[src/i2cc_map.svh]
// Register map, field positions and reset values of the control slice
// Notes on behaviour
// - Burst length counts only in burst mode
// - Burst longer than remaining length: singles only
// - Single mode: each request moves one byte
// - Burst mode: request moves programmed burst length
// - Burst mode may finish with single requests
// - Sixteen-bit baud count, reset 8, sets clock
// - Bit 0 gates tx FIFO empty interrupt
// - Bit 1 gates tx FIFO low interrupt
// - Bit 2 gates tx FIFO full interrupt
// - Bit 3 gates tx overrun interrupt
// - Bit 4 gates rx FIFO empty interrupt
// - Bit 5 gates rx FIFO high interrupt
// - Bit 6 gates rx FIFO full interrupt
// - Bit 16 gates slave read request interrupt
// - Bit 17 gates slave read empty interrupt
// - Bit 18 gates slave write request interrupt
// - Bit 20 gates slave done interrupt
// - Bit 19 gates master done interrupt
// - Bit 24 gates arbitration lost interrupt
// - Bit 25 gates bus error interrupt
`ifndef I2CC_MAP_SVH
`define I2CC_MAP_SVH

`define I2CC_ADDR_W          8
`define I2CC_DMA_CTRL_OFS    8'h24
`define I2CC_BAUD_OFS        8'h28
`define I2CC_MASK_OFS        8'h2C
`define I2CC_STATUS_OFS      8'h30

`define I2CC_BLEN_LSB        8
`define I2CC_BLEN_MSB        10
`define I2CC_BURST_BIT       11
`define I2CC_BAUD_MSB        15

`define I2CC_DMA_CTRL_RST    3'h0
`define I2CC_BAUD_RST        16'h0008
`define I2CC_MASK_RST        32'h0000_0000
`define I2CC_MASK_VALID      32'h031F_007F

`define I2CC_TX_FIFO_EMPTY_FLAG_BIT        0
`define I2CC_TXFL_BIT        1
`define I2CC_TX_FIFO_FULL_FLAG_BIT        2
`define I2CC_TX_OVERRUN_FLAG_BIT       3
`define I2CC_RX_FIFO_EMPTY_FLAG_BIT        4
`define I2CC_RXFH_BIT        5
`define I2CC_RX_FIFO_FULL_FLAG_BIT        6
`define I2CC_SRDREQ_BIT      16
`define I2CC_SRDEMP_BIT      17
`define I2CC_SWRREQ_BIT      18
`define I2CC_MDONE_BIT       19
`define I2CC_SDONE_BIT       20
`define I2CC_ARBL_BIT        24
`define I2CC_BUS_ERROR_FLAG_BIT        25

`define I2CC_ST_SCL_BIT      0
`define I2CC_ST_REQ_BIT      1
`define I2CC_ST_IRQ_BIT      2
`define I2CC_ST_REL_BIT      3

`define I2CC_SINGLE_BYTES    9'h001

`endif

[src/i2cc_pkg.sv]
// Types shared by the control slice modules
`include "i2cc_map.svh"

package i2cc_pkg;

	typedef enum logic [1:0] {
		DMA_IDLE,
		DMA_REQ,
		DMA_GAP
	} i2cc_dma_st_t;

	typedef struct packed {
		logic burst;
		logic single;
	} i2cc_dma_req_t;

	typedef struct packed {
		logic [2:0]    burst_len;
		logic          burst_mode;
		logic [15:0]   baud;
		logic [31:0]   mask;
		logic [31:0]   rdata;
		i2cc_dma_st_t  dma_st;
		i2cc_dma_req_t req;
		logic [31:0]   irq_masked;
		logic          irq;
	} i2cc_top_state_t;

	typedef struct packed {
		logic [15:0] cnt;
		logic        oe;
		logic        drv;
		logic        tick;
	} i2cc_baud_state_t;

	typedef struct packed {
		logic s1;
		logic s2;
		logic s3;
		logic out;
	} i2cc_sync_state_t;

endpackage

[src/i2cc_ctrl.sv]
// Control slice: DMA request control, baud count and interrupt masks
`timescale 1ns/1ns

module i2cc_ctrl
	import i2cc_pkg::*;
(
	input  wire logic                    sys_clk_i,
	input  wire logic                    rst_n_i,
	input  wire logic [`I2CC_ADDR_W-1:0] reg_addr_i,
	input  wire logic [31:0]             reg_wdata_i,
	input  wire logic                    reg_we_i,
	input  wire logic                    reg_re_i,
	output logic      [31:0]             reg_rdata_o,
	input  wire logic [31:0]             raw_flags_i,
	output logic      [31:0]             irq_masked_o,
	output logic                         irq_o,
	input  wire logic                    tx_dma_en_i,
	input  wire logic [15:0]             tx_remaining_i,
	input  wire logic [9:0]              tx_fifo_space_i,
	input  wire logic                    dma_clr_i,
	output i2cc_dma_req_t                dma_req_o,
	input  wire logic                    master_en_i,
	input  wire logic                    scl_i,
	output logic                         scl_o,
	output logic                         scl_oe_o,
	output logic                         baud_tick_o
);

	localparam i2cc_top_state_t TOP_RST = '{
		burst_len:  `I2CC_DMA_CTRL_RST,
		burst_mode: 1'b0,
		baud:       `I2CC_BAUD_RST,
		mask:       `I2CC_MASK_RST,
		rdata:      32'h0000_0000,
		dma_st:     DMA_IDLE,
		req:        '{burst: 1'b0, single: 1'b0},
		irq_masked: 32'h0000_0000,
		irq:        1'b0
	};

	i2cc_top_state_t q;
	i2cc_top_state_t d;
	logic            scl_level;
	logic [8:0]      need_bytes;
	logic            use_burst;

	// Burst length code n moves two to the n bytes
	function automatic logic [8:0] burst_bytes(input logic [2:0] code);
		burst_bytes = 9'h001 << code;
	endfunction

	function automatic logic [31:0] read_word(input logic [`I2CC_ADDR_W-1:0] addr,
	                                          input i2cc_top_state_t s,
	                                          input logic scl_lvl,
	                                          input logic scl_rel);
		read_word = 32'h0000_0000;
		case (addr)
			`I2CC_DMA_CTRL_OFS: begin
				read_word[`I2CC_BLEN_MSB:`I2CC_BLEN_LSB] = s.burst_len;
				read_word[`I2CC_BURST_BIT] = s.burst_mode;
			end
			`I2CC_BAUD_OFS: begin
				read_word[`I2CC_BAUD_MSB:0] = s.baud;
			end
			`I2CC_MASK_OFS: begin
				read_word = s.mask & `I2CC_MASK_VALID;
			end
			`I2CC_STATUS_OFS: begin
				read_word[`I2CC_ST_SCL_BIT] = scl_lvl;
				read_word[`I2CC_ST_REQ_BIT] = s.req.burst | s.req.single;
				read_word[`I2CC_ST_IRQ_BIT] = s.irq;
				read_word[`I2CC_ST_REL_BIT] = scl_rel;
			end
			default: begin
				read_word = 32'h0000_0000;
			end
		endcase
	endfunction

	i2cc_sync3 u_scl_sync (
		.sys_clk_i (sys_clk_i),
		.rst_n_i   (rst_n_i),
		.pin_i     (scl_i),
		.level_o   (scl_level)
	);

	i2cc_baud_gen u_baud (
		.sys_clk_i   (sys_clk_i),
		.rst_n_i     (rst_n_i),
		.en_i        (master_en_i),
		.baud_i      (q.baud),
		.scl_level_i (scl_level),
		.scl_o       (scl_o),
		.scl_oe_o    (scl_oe_o),
		.tick_o      (baud_tick_o)
	);

	// Burst only when it fits in what is left of the transfer
	assign use_burst = q.burst_mode &&
	                   ({7'h00, burst_bytes(q.burst_len)} <= tx_remaining_i);
	assign need_bytes = use_burst ? burst_bytes(q.burst_len) : `I2CC_SINGLE_BYTES;

	always_comb begin
		d = q;

		if (reg_we_i) begin
			case (reg_addr_i)
				`I2CC_DMA_CTRL_OFS: begin
					d.burst_len = reg_wdata_i[`I2CC_BLEN_MSB:`I2CC_BLEN_LSB];
					d.burst_mode = reg_wdata_i[`I2CC_BURST_BIT];
				end
				`I2CC_BAUD_OFS: begin
					d.baud = reg_wdata_i[`I2CC_BAUD_MSB:0];
				end
				`I2CC_MASK_OFS: begin
					d.mask = 32'h0000_0000;
					d.mask[`I2CC_TX_FIFO_EMPTY_FLAG_BIT] = reg_wdata_i[`I2CC_TX_FIFO_EMPTY_FLAG_BIT];
					d.mask[`I2CC_TXFL_BIT] = reg_wdata_i[`I2CC_TXFL_BIT];
					d.mask[`I2CC_TX_FIFO_FULL_FLAG_BIT] = reg_wdata_i[`I2CC_TX_FIFO_FULL_FLAG_BIT];
					d.mask[`I2CC_TX_OVERRUN_FLAG_BIT] = reg_wdata_i[`I2CC_TX_OVERRUN_FLAG_BIT];
					d.mask[`I2CC_RX_FIFO_EMPTY_FLAG_BIT] = reg_wdata_i[`I2CC_RX_FIFO_EMPTY_FLAG_BIT];
					d.mask[`I2CC_RXFH_BIT] = reg_wdata_i[`I2CC_RXFH_BIT];
					d.mask[`I2CC_RX_FIFO_FULL_FLAG_BIT] = reg_wdata_i[`I2CC_RX_FIFO_FULL_FLAG_BIT];
					d.mask[`I2CC_SRDREQ_BIT] = reg_wdata_i[`I2CC_SRDREQ_BIT];
					d.mask[`I2CC_SRDEMP_BIT] = reg_wdata_i[`I2CC_SRDEMP_BIT];
					d.mask[`I2CC_SWRREQ_BIT] = reg_wdata_i[`I2CC_SWRREQ_BIT];
					d.mask[`I2CC_SDONE_BIT] = reg_wdata_i[`I2CC_SDONE_BIT];
					d.mask[`I2CC_MDONE_BIT] = reg_wdata_i[`I2CC_MDONE_BIT];
					d.mask[`I2CC_ARBL_BIT] = reg_wdata_i[`I2CC_ARBL_BIT];
					d.mask[`I2CC_BUS_ERROR_FLAG_BIT] = reg_wdata_i[`I2CC_BUS_ERROR_FLAG_BIT];
				end
				default: begin
					d.mask = q.mask;
				end
			endcase
		end

		// Read data stands for exactly one cycle
		d.rdata = 32'h0000_0000;
		if (reg_re_i) begin
			d.rdata = read_word(reg_addr_i, q, scl_level, scl_oe_o);
		end

		// Mask gates raw flags; unknown positions never reach the line
		d.irq_masked = raw_flags_i & q.mask & `I2CC_MASK_VALID;
		d.irq = |(raw_flags_i & q.mask & `I2CC_MASK_VALID);

		case (q.dma_st)
			DMA_IDLE: begin
				d.req = '{burst: 1'b0, single: 1'b0};
				if (tx_dma_en_i && tx_remaining_i != 16'h0000 &&
				    {1'b0, need_bytes} <= tx_fifo_space_i) begin
					d.req.burst = use_burst;
					d.req.single = !use_burst;
					d.dma_st = DMA_REQ;
				end
			end
			DMA_REQ: begin
				if (dma_clr_i || !tx_dma_en_i) begin
					d.req = '{burst: 1'b0, single: 1'b0};
					d.dma_st = dma_clr_i ? DMA_GAP : DMA_IDLE;
				end
			end
			DMA_GAP: begin
				// One idle cycle lets length and FIFO space catch up
				d.req = '{burst: 1'b0, single: 1'b0};
				d.dma_st = DMA_IDLE;
			end
			default: begin
				d.req = '{burst: 1'b0, single: 1'b0};
				d.dma_st = DMA_IDLE;
			end
		endcase
	end

	always_ff @(posedge sys_clk_i or negedge rst_n_i) begin
		if (!rst_n_i) begin
			q <= TOP_RST;
		end else begin
			q <= d;
		end
	end

	assign reg_rdata_o = q.rdata;
	assign irq_masked_o = q.irq_masked;
	assign irq_o = q.irq;
	assign dma_req_o = q.req;
endmodule

[src/i2cc_sync3.sv]
// Three-stage pin synchroniser with agreement filter
`timescale 1ns/1ns

module i2cc_sync3
	import i2cc_pkg::*;
(
	input  wire logic sys_clk_i,
	input  wire logic rst_n_i,
	input  wire logic pin_i,
	output logic      level_o
);

	i2cc_sync_state_t q;
	i2cc_sync_state_t d;

	always_comb begin
		d = q;
		d.s1 = pin_i;
		d.s2 = q.s1;
		d.s3 = q.s2;
		// First stage feeds only the second
		if (q.s2 == q.s3) begin
			d.out = q.s3;
		end
	end

	always_ff @(posedge sys_clk_i or negedge rst_n_i) begin
		if (!rst_n_i) begin
			q <= '{s1: 1'b1, s2: 1'b1, s3: 1'b1, out: 1'b1};
		end else begin
			q <= d;
		end
	end

	assign level_o = q.out;

endmodule

[src/i2cc_baud_gen.sv]
// Master serial clock generator driven by the baud count
`timescale 1ns/1ns

module i2cc_baud_gen
	import i2cc_pkg::*;
(
	input  wire logic        sys_clk_i,
	input  wire logic        rst_n_i,
	input  wire logic        en_i,
	input  wire logic [15:0] baud_i,
	input  wire logic        scl_level_i,
	output logic             scl_o,
	output logic             scl_oe_o,
	output logic             tick_o
);

	i2cc_baud_state_t q;
	i2cc_baud_state_t d;
	logic [15:0]      lim;

	// Zero count would stall; treat it as one cycle
	assign lim = (baud_i == 16'h0000) ? 16'h0000 : baud_i - 16'h0001;

	always_comb begin
		d = q;
		d.tick = 1'b0;
		d.drv = 1'b0;
		if (!en_i) begin
			d.oe = 1'b1;
			d.cnt = 16'h0000;
		end else if (!q.oe) begin
			if (q.cnt >= lim) begin
				d.oe = 1'b1;
				d.cnt = 16'h0000;
			end else begin
				d.cnt = q.cnt + 16'h0001;
			end
		end else if (!scl_level_i) begin
			// A slave stretching the clock holds the high phase back
			d.cnt = 16'h0000;
		end else if (q.cnt >= lim) begin
			d.oe = 1'b0;
			d.cnt = 16'h0000;
			d.tick = 1'b1;
		end else begin
			d.cnt = q.cnt + 16'h0001;
		end
	end

	always_ff @(posedge sys_clk_i or negedge rst_n_i) begin
		if (!rst_n_i) begin
			q <= '{cnt: 16'h0000, oe: 1'b1, drv: 1'b0, tick: 1'b0};
		end else begin
			q <= d;
		end
	end

	assign scl_o = q.drv;
	assign scl_oe_o = q.oe;
	assign tick_o = q.tick;
endmodule

[config.mk]
export PLATFORM = sky130hd
export DESIGN_NAME = i2cc_ctrl
export DESIGN_NICKNAME = d
export VERILOG_FILES = /design/src/i2cc_pkg.sv /design/src/i2cc_ctrl.sv /design/src/i2cc_sync3.sv /design/src/i2cc_baud_gen.sv
export VERILOG_INCLUDE_DIRS = /design/src /design/src/src
export SDC_FILE = /design/constraint.sdc
export NUM_CORES = 1
export LEC_CHECK = 0
export BUFFER_PORTS_ARGS = -buffer_cell sky130_fd_sc_hd__buf_2
export CELL_PAD_IN_SITES_DETAIL_PLACEMENT = 0
export CELL_PAD_IN_SITES_GLOBAL_PLACEMENT = 1
export CORE_MARGIN = 2
export CORE_UTILIZATION = 43
export CTS_CLUSTER_DIAMETER = 30
export DETAILED_ROUTE_END_ITERATION = 10
export GPL_TIMING_DRIVEN = 1
export PLACE_DENSITY_LB_ADDON = 0.2
export SLEW_MARGIN = 20
export SYNTH_ARGS = -nofsm -noshare
export SYNTH_HDL_FRONTEND = slang
export SYNTH_SLANG_ARGS = --single-unit
[constraint.sdc]
create_clock -name sys_clk_i -period 8.1 [get_ports sys_clk_i]
set_clock_uncertainty 0.05 [all_clocks]
set_input_delay 0.81 -clock sys_clk_i [delete_from_list [all_inputs] [get_ports sys_clk_i]]
set_output_delay 0.81 -clock sys_clk_i [all_outputs]
set_load 0.02 [all_outputs]
==> results_dict.tcl, run 1 <==
set metrics [dict create \
    status "finished clean" \
    p_int_mw 0.804 \
    firstDrtPassIters 4 \
    period_needed_ns 4.12 \
    netlist_instances 533 \
    clockPowerShare 0.359 \
    p_per_area_mw_per_mm2 180 \
    hold_buffers 0 \
    wl_per_cell_um 14.9 \
    nNetsFinal 755 \
    slew_headroom 0.520 \
    cts.sinks 98 \
    grt_pass1_vias 3787 \
    grt_overflow 0 \
    crit_path_frequent_cell "ha_1" \
    antenna_left 0 \
    multi_input_area_mm2 0.00266 \
    tightest_slew_ns 0.720 \
    cts_tree "yes" \
    grt_util_all_layers 0.175 \
    viasPerCell 4.95 \
    post_cts_buffers 0 \
    arrival_ns 4.33 \
    drive_gt1_frac 0.311 \
    ir_drop_uv 77.1 \
    clockRootBuffer "clkbuf_16" \
    power_leakage_nw 3.37 \
    clock_latency_ns 0.35 \
    crit_chain "inv_1 > ha_1 > or3b_2 > nor4_4 > nand3_1 > nand2_1 > ha_1 > a21o_1 > a221o_1 > a2bb2oi_1 > nand4_1 > nor2_1" \
    crit_buf_inv 1 \
    die_w_um 119 \
    clk_pin_slew_ns 0.07 \
    post-route-period-util 0.508 \
    rows 42 \
    combPwrFrac 0.178 \
    max_freq_mhz 243 \
    dieArea_mm2 0.0142 \
    dpl.cell_count 780 \
    seq_area_mm2 0.00246 \
    finalSetupViolations 0 \
    ys_types 65 \
    slew_viol_final 0 \
    cpPeakStageDelay_ns 0.60 \
    gp_congestion 0.760 \
    postSynthAreaPerCell_um2 10.7 \
    syn_to_final_growth_pct 11.2 \
    io_pins 176 \
    synthesis.area_mm2 0.00569 \
    portBuffers 120 \
    antenna_found_initial 0 \
    maxCapViolations 0 \
    drt_iter0_markers 205 \
    antennaDiodeCount 0 \
    wl_um 11900 \
    yosysWarningCount 0 \
    synth_async_sr_flop_share 1.00 \
    core-area_mm2 0.0131 \
    vias 3938 \
    ctsHtreeMaxLevel 3 \
    synth_seq_cells 98 \
    final-instance-count-excl-fill 796 \
    slowest_stage "nand4_1" \
    p_switching_mw 0.332 \
    synth-edff-count 0 \
    dp_hpwl_um 9070 \
    crit_path_end_kind "flop" \
    p_sw_frac 0.292 \
    fillers 1246 \
    final.setup.tns_ns 0 \
    grt_max_degree 81 \
    drcViolationCount 0 \
    path_class "reg2reg" \
    pre_cts_slack_ns 3.95 \
    clockBufferDepth 2 \
    ctsResizeCount 0 \
    critPathTopFamily "simple AND/OR/NAND/NOR gates" \
    finalHoldViolCount 0 \
    start_util 0.435 \
    crit_fanout 16 \
    ys_seq_area_frac 0.432 \
    required_ns 8.31 \
    worst_slack_ns 3.98 \
    numCtsBuffers 9 \
    synth_ff_type "dfrtp_1" \
    chipHeight_um 119 \
    p_seq_frac 0.463 \
    rsz0062_at_grt "no" \
    start_kind "flop" \
    worstHoldPathType "in2async" \
    grt_pass1_wl_um 19300 \
]
-- placed cells by master (no fill, tap or decap), types with 3 or more instances in the layout --
| cell | synthesis | final |
|---|---|---|
| buf_2 | 0 | 119 |
| dfrtp_1 | 92 | 92 |
| nor2_1 | 37 | 37 |
| ha_1 | 34 | 34 |
| nand2_1 | 31 | 31 |
| conb_1 | 1 | 28 |
| inv_1 | 25 | 25 |
| and2_1 | 20 | 20 |
| mux2_2 | 19 | 19 |
| mux2_4 | 16 | 16 |
| nor2b_1 | 15 | 15 |
| xor2_1 | 13 | 13 |
| a21oi_1 | 13 | 13 |
| and3_1 | 13 | 13 |
| nand4_1 | 12 | 12 |
| xnor2_1 | 10 | 10 |
| nand3_1 | 9 | 9 |
| clkbuf_16 | 0 | 9 |
| a22oi_1 | 8 | 8 |
| nor3_1 | 7 | 7 |
| a22o_1 | 7 | 7 |
| nor4_1 | 6 | 6 |
| o21ai_0 | 6 | 6 |
| dfstp_2 | 6 | 6 |
| o211ai_1 | 5 | 5 |
| nand2b_1 | 5 | 5 |
| or4_1 | 4 | 4 |
| o21a_1 | 3 | 3 |
| and4_1 | 3 | 3 |
| inv_6 | 0 | 3 |
| clkinvlp_4 | 0 | 3 |
-- state kept, by name, indices dropped and copies added (netlist names) --
| register | cells |
|---|---|
| reg_rdata_o | 23 |
| u_scl_sync.level_o | 1 |
| u_baud.tick_o | 1 |
| q | 36 |
| irq_masked_o | 14 |
| u_scl_sync.d | 2 |
| u_scl_sync.q | 1 |
| u_baud.scl_oe_o | 1 |
| u_baud.q | 16 |
| dma_req_o | 2 |
| irq_o | 1 |
-- routing by layer --
metal / wire (um) / track usage
met1: 5750 / 0.249
met3: 531 / 0.0426
met4: 139 / 0.0513
met2: 5450 / 0.263
met5: 0 / 0
-- cell type report --
class                      instances  area share
clock inverter                     6     0.00771
clock buffer                      10      0.0362
sequential                        98       0.389
timing repair buffer             121      0.0971
inverter                          25      0.0148
multi-input combinational        360       0.421
tap                              176      0.0348
-- kinds of logic (layout without fill, tap and decap cells) --
logic type | Yosys count | after routing | synth area share
other | 1 | 28 | 0.000659
buffers and inverters | 102 | 162 | 0.118
XOR/XNOR | 23 | 23 | 0.0354
flip-flops | 98 | 98 | 0.432
AND/OR/NAND/NOR | 184 | 184 | 0.189
multiplexers | 37 | 37 | 0.0833
AO/OA/AOI/OAI | 53 | 53 | 0.0649
adder cells (fa/ha/maj) | 35 | 35 | 0.0765
-- power by group through the flow --
stage / Sequential [mW] / Combinational, mW / Clock (mW)
6_report: 0.526 / 0.202 / 0.408
2_1_floorplan: 0.529 / 0.156 / 0
5_1_grt: 0.528 / 0.229 / 0.440
3_5_place_dp: 0.535 / 0.205 / 0
3_3_place_gp: 0.534 / 0.200 / 0
4_1_cts: 0.526 / 0.206 / 0.418
-- final timing paths --
kind                            slack (ns)              end  cells after the start       startpoint
worst min-delay path                  0.27     u_baud.q[13]                      1          rst_n_i
worst min register to register        0.32  u_scl_sync.q[1]                      0  u_scl_sync.d[1]
worst max-delay path                  3.98      u_baud.q[6]                     12           q[101]
worst max register to register        3.98      u_baud.q[6]                     12           q[101]
max in group asynchronous             6.76  reg_rdata_o[14]                      2          rst_n_i
min in group sys_clk_i                0.32  u_scl_sync.q[1]                      0  u_scl_sync.d[1]
-- Yosys cell counts (2+ instances only) --
| cell type | number | area share |
|---|---|---|
| dfrtp_1 | 92 | 0.40 |
| buf_4 | 67 | 0.088 |
| nor2_1 | 37 | 0.024 |
| ha_1 | 34 | 0.075 |
| nand2_1 | 31 | 0.020 |
| inv_1 | 25 | 0.016 |
| and2_1 | 20 | 0.022 |
| mux2_2 | 19 | 0.038 |
| mux2_4 | 16 | 0.042 |
| nor2b_1 | 15 | 0.016 |
| a21oi_1 | 13 | 0.011 |
| and3_1 | 13 | 0.014 |
| xor2_1 | 13 | 0.020 |
| nand4_1 | 12 | 0.013 |
| xnor2_1 | 10 | 0.015 |
| nand3_1 | 9 | 0.0079 |
| a22oi_1 | 8 | 0.011 |
| a22o_1 | 7 | 0.011 |
| nor3_1 | 7 | 0.0062 |
| clkbuf_1 | 6 | 0.0040 |
| dfstp_2 | 6 | 0.028 |
| nor4_1 | 6 | 0.0066 |
| o21ai_0 | 6 | 0.0053 |
| nand2b_1 | 5 | 0.0055 |
| o211ai_1 | 5 | 0.0066 |
| or4_1 | 4 | 0.0053 |
| and4_1 | 3 | 0.0046 |
| o21a_1 | 3 | 0.0040 |
| mux2i_1 | 2 | 0.0035 |
| nor3_2 | 2 | 0.0035 |
| nor4_4 | 2 | 0.0075 |
| or2_2 | 2 | 0.0022 |
-- metrics by stage --
| step | cell area, um^2 | power [mW] | hold WS [ns] | utilization |
|---|---|---|---|---|
| 3_5_place_dp | 6050 | 0.740 | 0.309 | 0.462 |
| 2_1_floorplan | 5790 | 0.685 | 0.295 | - |
| 6_report | 6330 | 1.14 | 0.268 | 0.484 |
| 4_1_cts | 6320 | 1.15 | 0.266 | 0.483 |
| 3_3_place_gp | 6050 | 0.734 | 0.308 | 0.462 |
| 5_1_grt | 6330 | 1.20 | 0.277 | 0.484 |
Power figures use the tool's default switching activity.
==> run 2: changes to the inputs <==
--- a/config.mk
+++ b/config.mk
@@ -6,11 +6,12 @@
 export SDC_FILE = /design/constraint.sdc
 export NUM_CORES = 1
 export LEC_CHECK = 0
+export ABC_AREA = 1
 export BUFFER_PORTS_ARGS = -buffer_cell sky130_fd_sc_hd__buf_2
 export CELL_PAD_IN_SITES_DETAIL_PLACEMENT = 0
 export CELL_PAD_IN_SITES_GLOBAL_PLACEMENT = 1
 export CORE_MARGIN = 2
-export CORE_UTILIZATION = 43
+export CORE_UTILIZATION = 34
 export CTS_CLUSTER_DIAMETER = 30
 export DETAILED_ROUTE_END_ITERATION = 10
 export GPL_TIMING_DRIVEN = 1
==> constraint.sdc (replaced) <==
create_clock -name sys_clk_i -period 3.45 [get_ports sys_clk_i]
set_clock_uncertainty 0.05 [all_clocks]
set_input_delay 0.345 -clock sys_clk_i [delete_from_list [all_inputs] [get_ports sys_clk_i]]
set_output_delay 0.345 -clock sys_clk_i [all_outputs]
set_load 0.02 [all_outputs]
==> run 2 against run 1 <==
  * The run now ends with hold timing left
  * Global-route usage fell by 2.1 points
  * Via count rose by 19%
  * Synthesized area rose by 4.0%
  * Flip-flop and latch count did not move
  * Sequential share of layout area fell by 1.8 points
  * Critical path depth rose by 4
  * Worst hold slack got worse by 0.28 ns
  * Register-to-register slack got worse by 3.6 ns
  * Die area rose by 30%
  * Critical endpoint is now u_baud.q[7]
==> results_dict.tcl, run 2 <==
set metrics [dict create \
    path_class "reg2reg" \
    clockBufferDepth 2 \
    wl_per_cell_um 12.6 \
    final.setup.tns_ns 0 \
    gp_congestion 0.767 \
    antenna_left 0 \
    grt_max_degree 59 \
    clock_latency_ns 0.35 \
    dp_hpwl_um 10500 \
    antenna_found_initial 0 \
    rr_worst_depth 16 \
    yosys.area.top_type "dfrtp_1" \
    worstHoldPathType "in2async" \
    crit_chain "inv_1 > ha_1 > nand3_2 > inv_2 > nand2_1 > inv_2 > nand4_4 > nand3_1 > ha_1 > nand2_1 > inv_1 > o21bai_1 > a21oi_1 > nor2_1 > nand3_2 > nor2_1" \
    finalHoldViolCount 3 \
    worst_slack_ns 0.401 \
    grt_pass1_wl_um 22300 \
    slew_viol_final 0 \
    post-route-period-util 0.884 \
    firstDrtPassIters 4 \
    wl_um 13300 \
    tightest_slew_ns 1.00 \
    core-area_mm2 0.0172 \
    arrival_ns 3.27 \
    synth_async_sr_flop_share 1.00 \
    io_pins 176 \
    r2r_start "q[101]" \
    dieArea_mm2 0.0185 \
    grt_util_all_layers 0.154 \
    final_common_cell "nand2_1" \
    crit_fanout 16 \
    synthesis.area_mm2 0.00592 \
    start_kind "flop" \
    drt_iter0_markers 227 \
    period_needed_ns 3.05 \
    synthTopCellsByCount "nand2_1, inv_1, dfrtp_1, nor2_1, buf_4" \
    cts_tree "yes" \
    final-instance-count-excl-fill 1056 \
    fin_hold_ws_ns -0.00864 \
    grt_overflow 0 \
    ctsHtreeMaxLevel 3 \
    cpPeakStageDelay_ns 0.43 \
    numCtsBuffers 9 \
    dpl.cell_count 1040 \
    synth_ff_type "dfrtp_1" \
    synthMostInstantiatedCell "nand2_1" \
    netlist_instances 746 \
    maxCapViolations 0 \
    largest_reg_flops 36 \
    rows 48 \
    vias 4671 \
    largest-register "q" \
    synth_seq_cells 98 \
    clk_pin_slew_ns 0.07 \
    finalSetupViolations 0 \
    crit_path_end_kind "flop" \
    r2r_end "u_baud.q[7]" \
    clockRootBuffer "clkbuf_16" \
    hold_buffers 0 \
    nNetsFinal 966 \
    rsz0062_at_grt "no" \
    post_cts_buffers 0 \
    ys_seq_area_frac 0.416 \
    grt_pass1_vias 4578 \
    postSynthAreaPerCell_um2 7.93 \
    die_w_um 136 \
    syn_to_final_growth_pct 12.1 \
    yosysTopAreaCellShare 0.389 \
    synth-edff-count 0 \
    portBuffers 120 \
    reg2reg_slack_ns 0.40 \
    cts.sinks 98 \
    required_ns 3.67 \
    status "finished, violations left" \
    violations "hold timing" \
    pre_cts_slack_ns 0.351 \
    slew_headroom 0.332 \
    chipHeight_um 136 \
    start_util 0.345 \
    slowest_stage "dfrtp_1" \
    p_per_area_mw_per_mm2 385 \
    viasPerCell 4.42 \
    final_cell_mix "nand2_1, buf_2, inv_1, dfrtp_1, nor2_1" \
    yosysWarningCount 0 \
    drive_gt1_frac 0.219 \
    ys_top_cells_by_area "dfrtp_1, nand2_1, buf_4" \
    ys_types 41 \
    power_leakage_nw 3.81 \
    antennaDiodeCount 0 \
    max_freq_mhz 328 \
    ir_drop_uv 246 \
    drcViolationCount 0 \
]
==> run 2: logic make-up (layout without fill, tap and decap cells) <==
| logic type | count (synthesis) | count (layout) | synth area share |
|---|---|---|---|
| fa+ha+maj | 35 | 35 | 0.0736 |
| simple gates | 349 | 349 | 0.263 |
| buf+inv | 189 | 247 | 0.168 |
| other cells | 1 | 28 | 0.000634 |
| xor+xnor | 15 | 15 | 0.0222 |
| compound gates | 59 | 59 | 0.0571 |
| flops | 98 | 98 | 0.416 |
==> run 2: area by class of cell <==
class	count	area, um^2
Clock inverter	7	61.3
Fill cell	1828	10500
Sequential cell	98	2460
Multi-Input combinational cell	486	2580
Tap cell	225	282
Clock buffer	9	225
Inverter	109	409
Timing Repair Buffer	122	618
==> run 2: where the power goes <==
part           leakage (nW)  switching [mW]  internal, mW
Sequential             1.28          0.0350          1.19
Clock                 0.135           0.470         0.502
Combinational          2.40           0.234         0.125
==> run 2: repair_timing <==
| item | CTS | global route |
|---|---|---|
| endpoints found under the hold margin | 0 | 0 |
| endpoints found under the setup margin | 0 | 2 |
| gates resized for setup | 0 | 4 |
==> run 2: per-layer routing <==
| metal | track usage | wire length (um) |
|---|---|---|
| met5 | 0 | 0 |
| met4 | 0.0579 | 242 |
| met3 | 0.0239 | 687 |
| met2 | 0.248 | 5980 |
| met1 | 0.208 | 6410 |
==> run 2: how the worst max path moves through the flow <==
stage / slack [ns] / from / end
2_1_floorplan: 0.61 / q[120] / dma_req_o[1]
3_3_place_gp: 0.37 / q[120] / dma_req_o[0]
3_5_place_dp: 0.35 / q[120] / dma_req_o[1]
4_1_cts: 0.32 / q[120] / dma_req_o[0]
5_1_grt: 0.03 / q[101] / u_baud.q[4]
6_report: 0.40 / q[101] / u_baud.q[7]
==> run 2: worst max-delay path, delay by kind of cell (launching register included) <==
family	cells	cell delay, ns
simple gates	8	1.47
flops	1	0.43
buf+inv	4	0.33
fa+ha+maj	2	0.49
compound gates	2	0.20
==> run 2: through the flow <==
stage               hold WS, ns  cell area (um^2)  power [mW]  utilization
floorplan             -0.000591              6020        1.50            -
global placement          0.300              6330        1.60        0.369
detailed placement        0.301              6330        1.61        0.369
CTS                      0.0154              6620        2.60        0.385
global route             0.0290              6630        2.71        0.386
finish                 -0.00864              6630        2.56        0.386
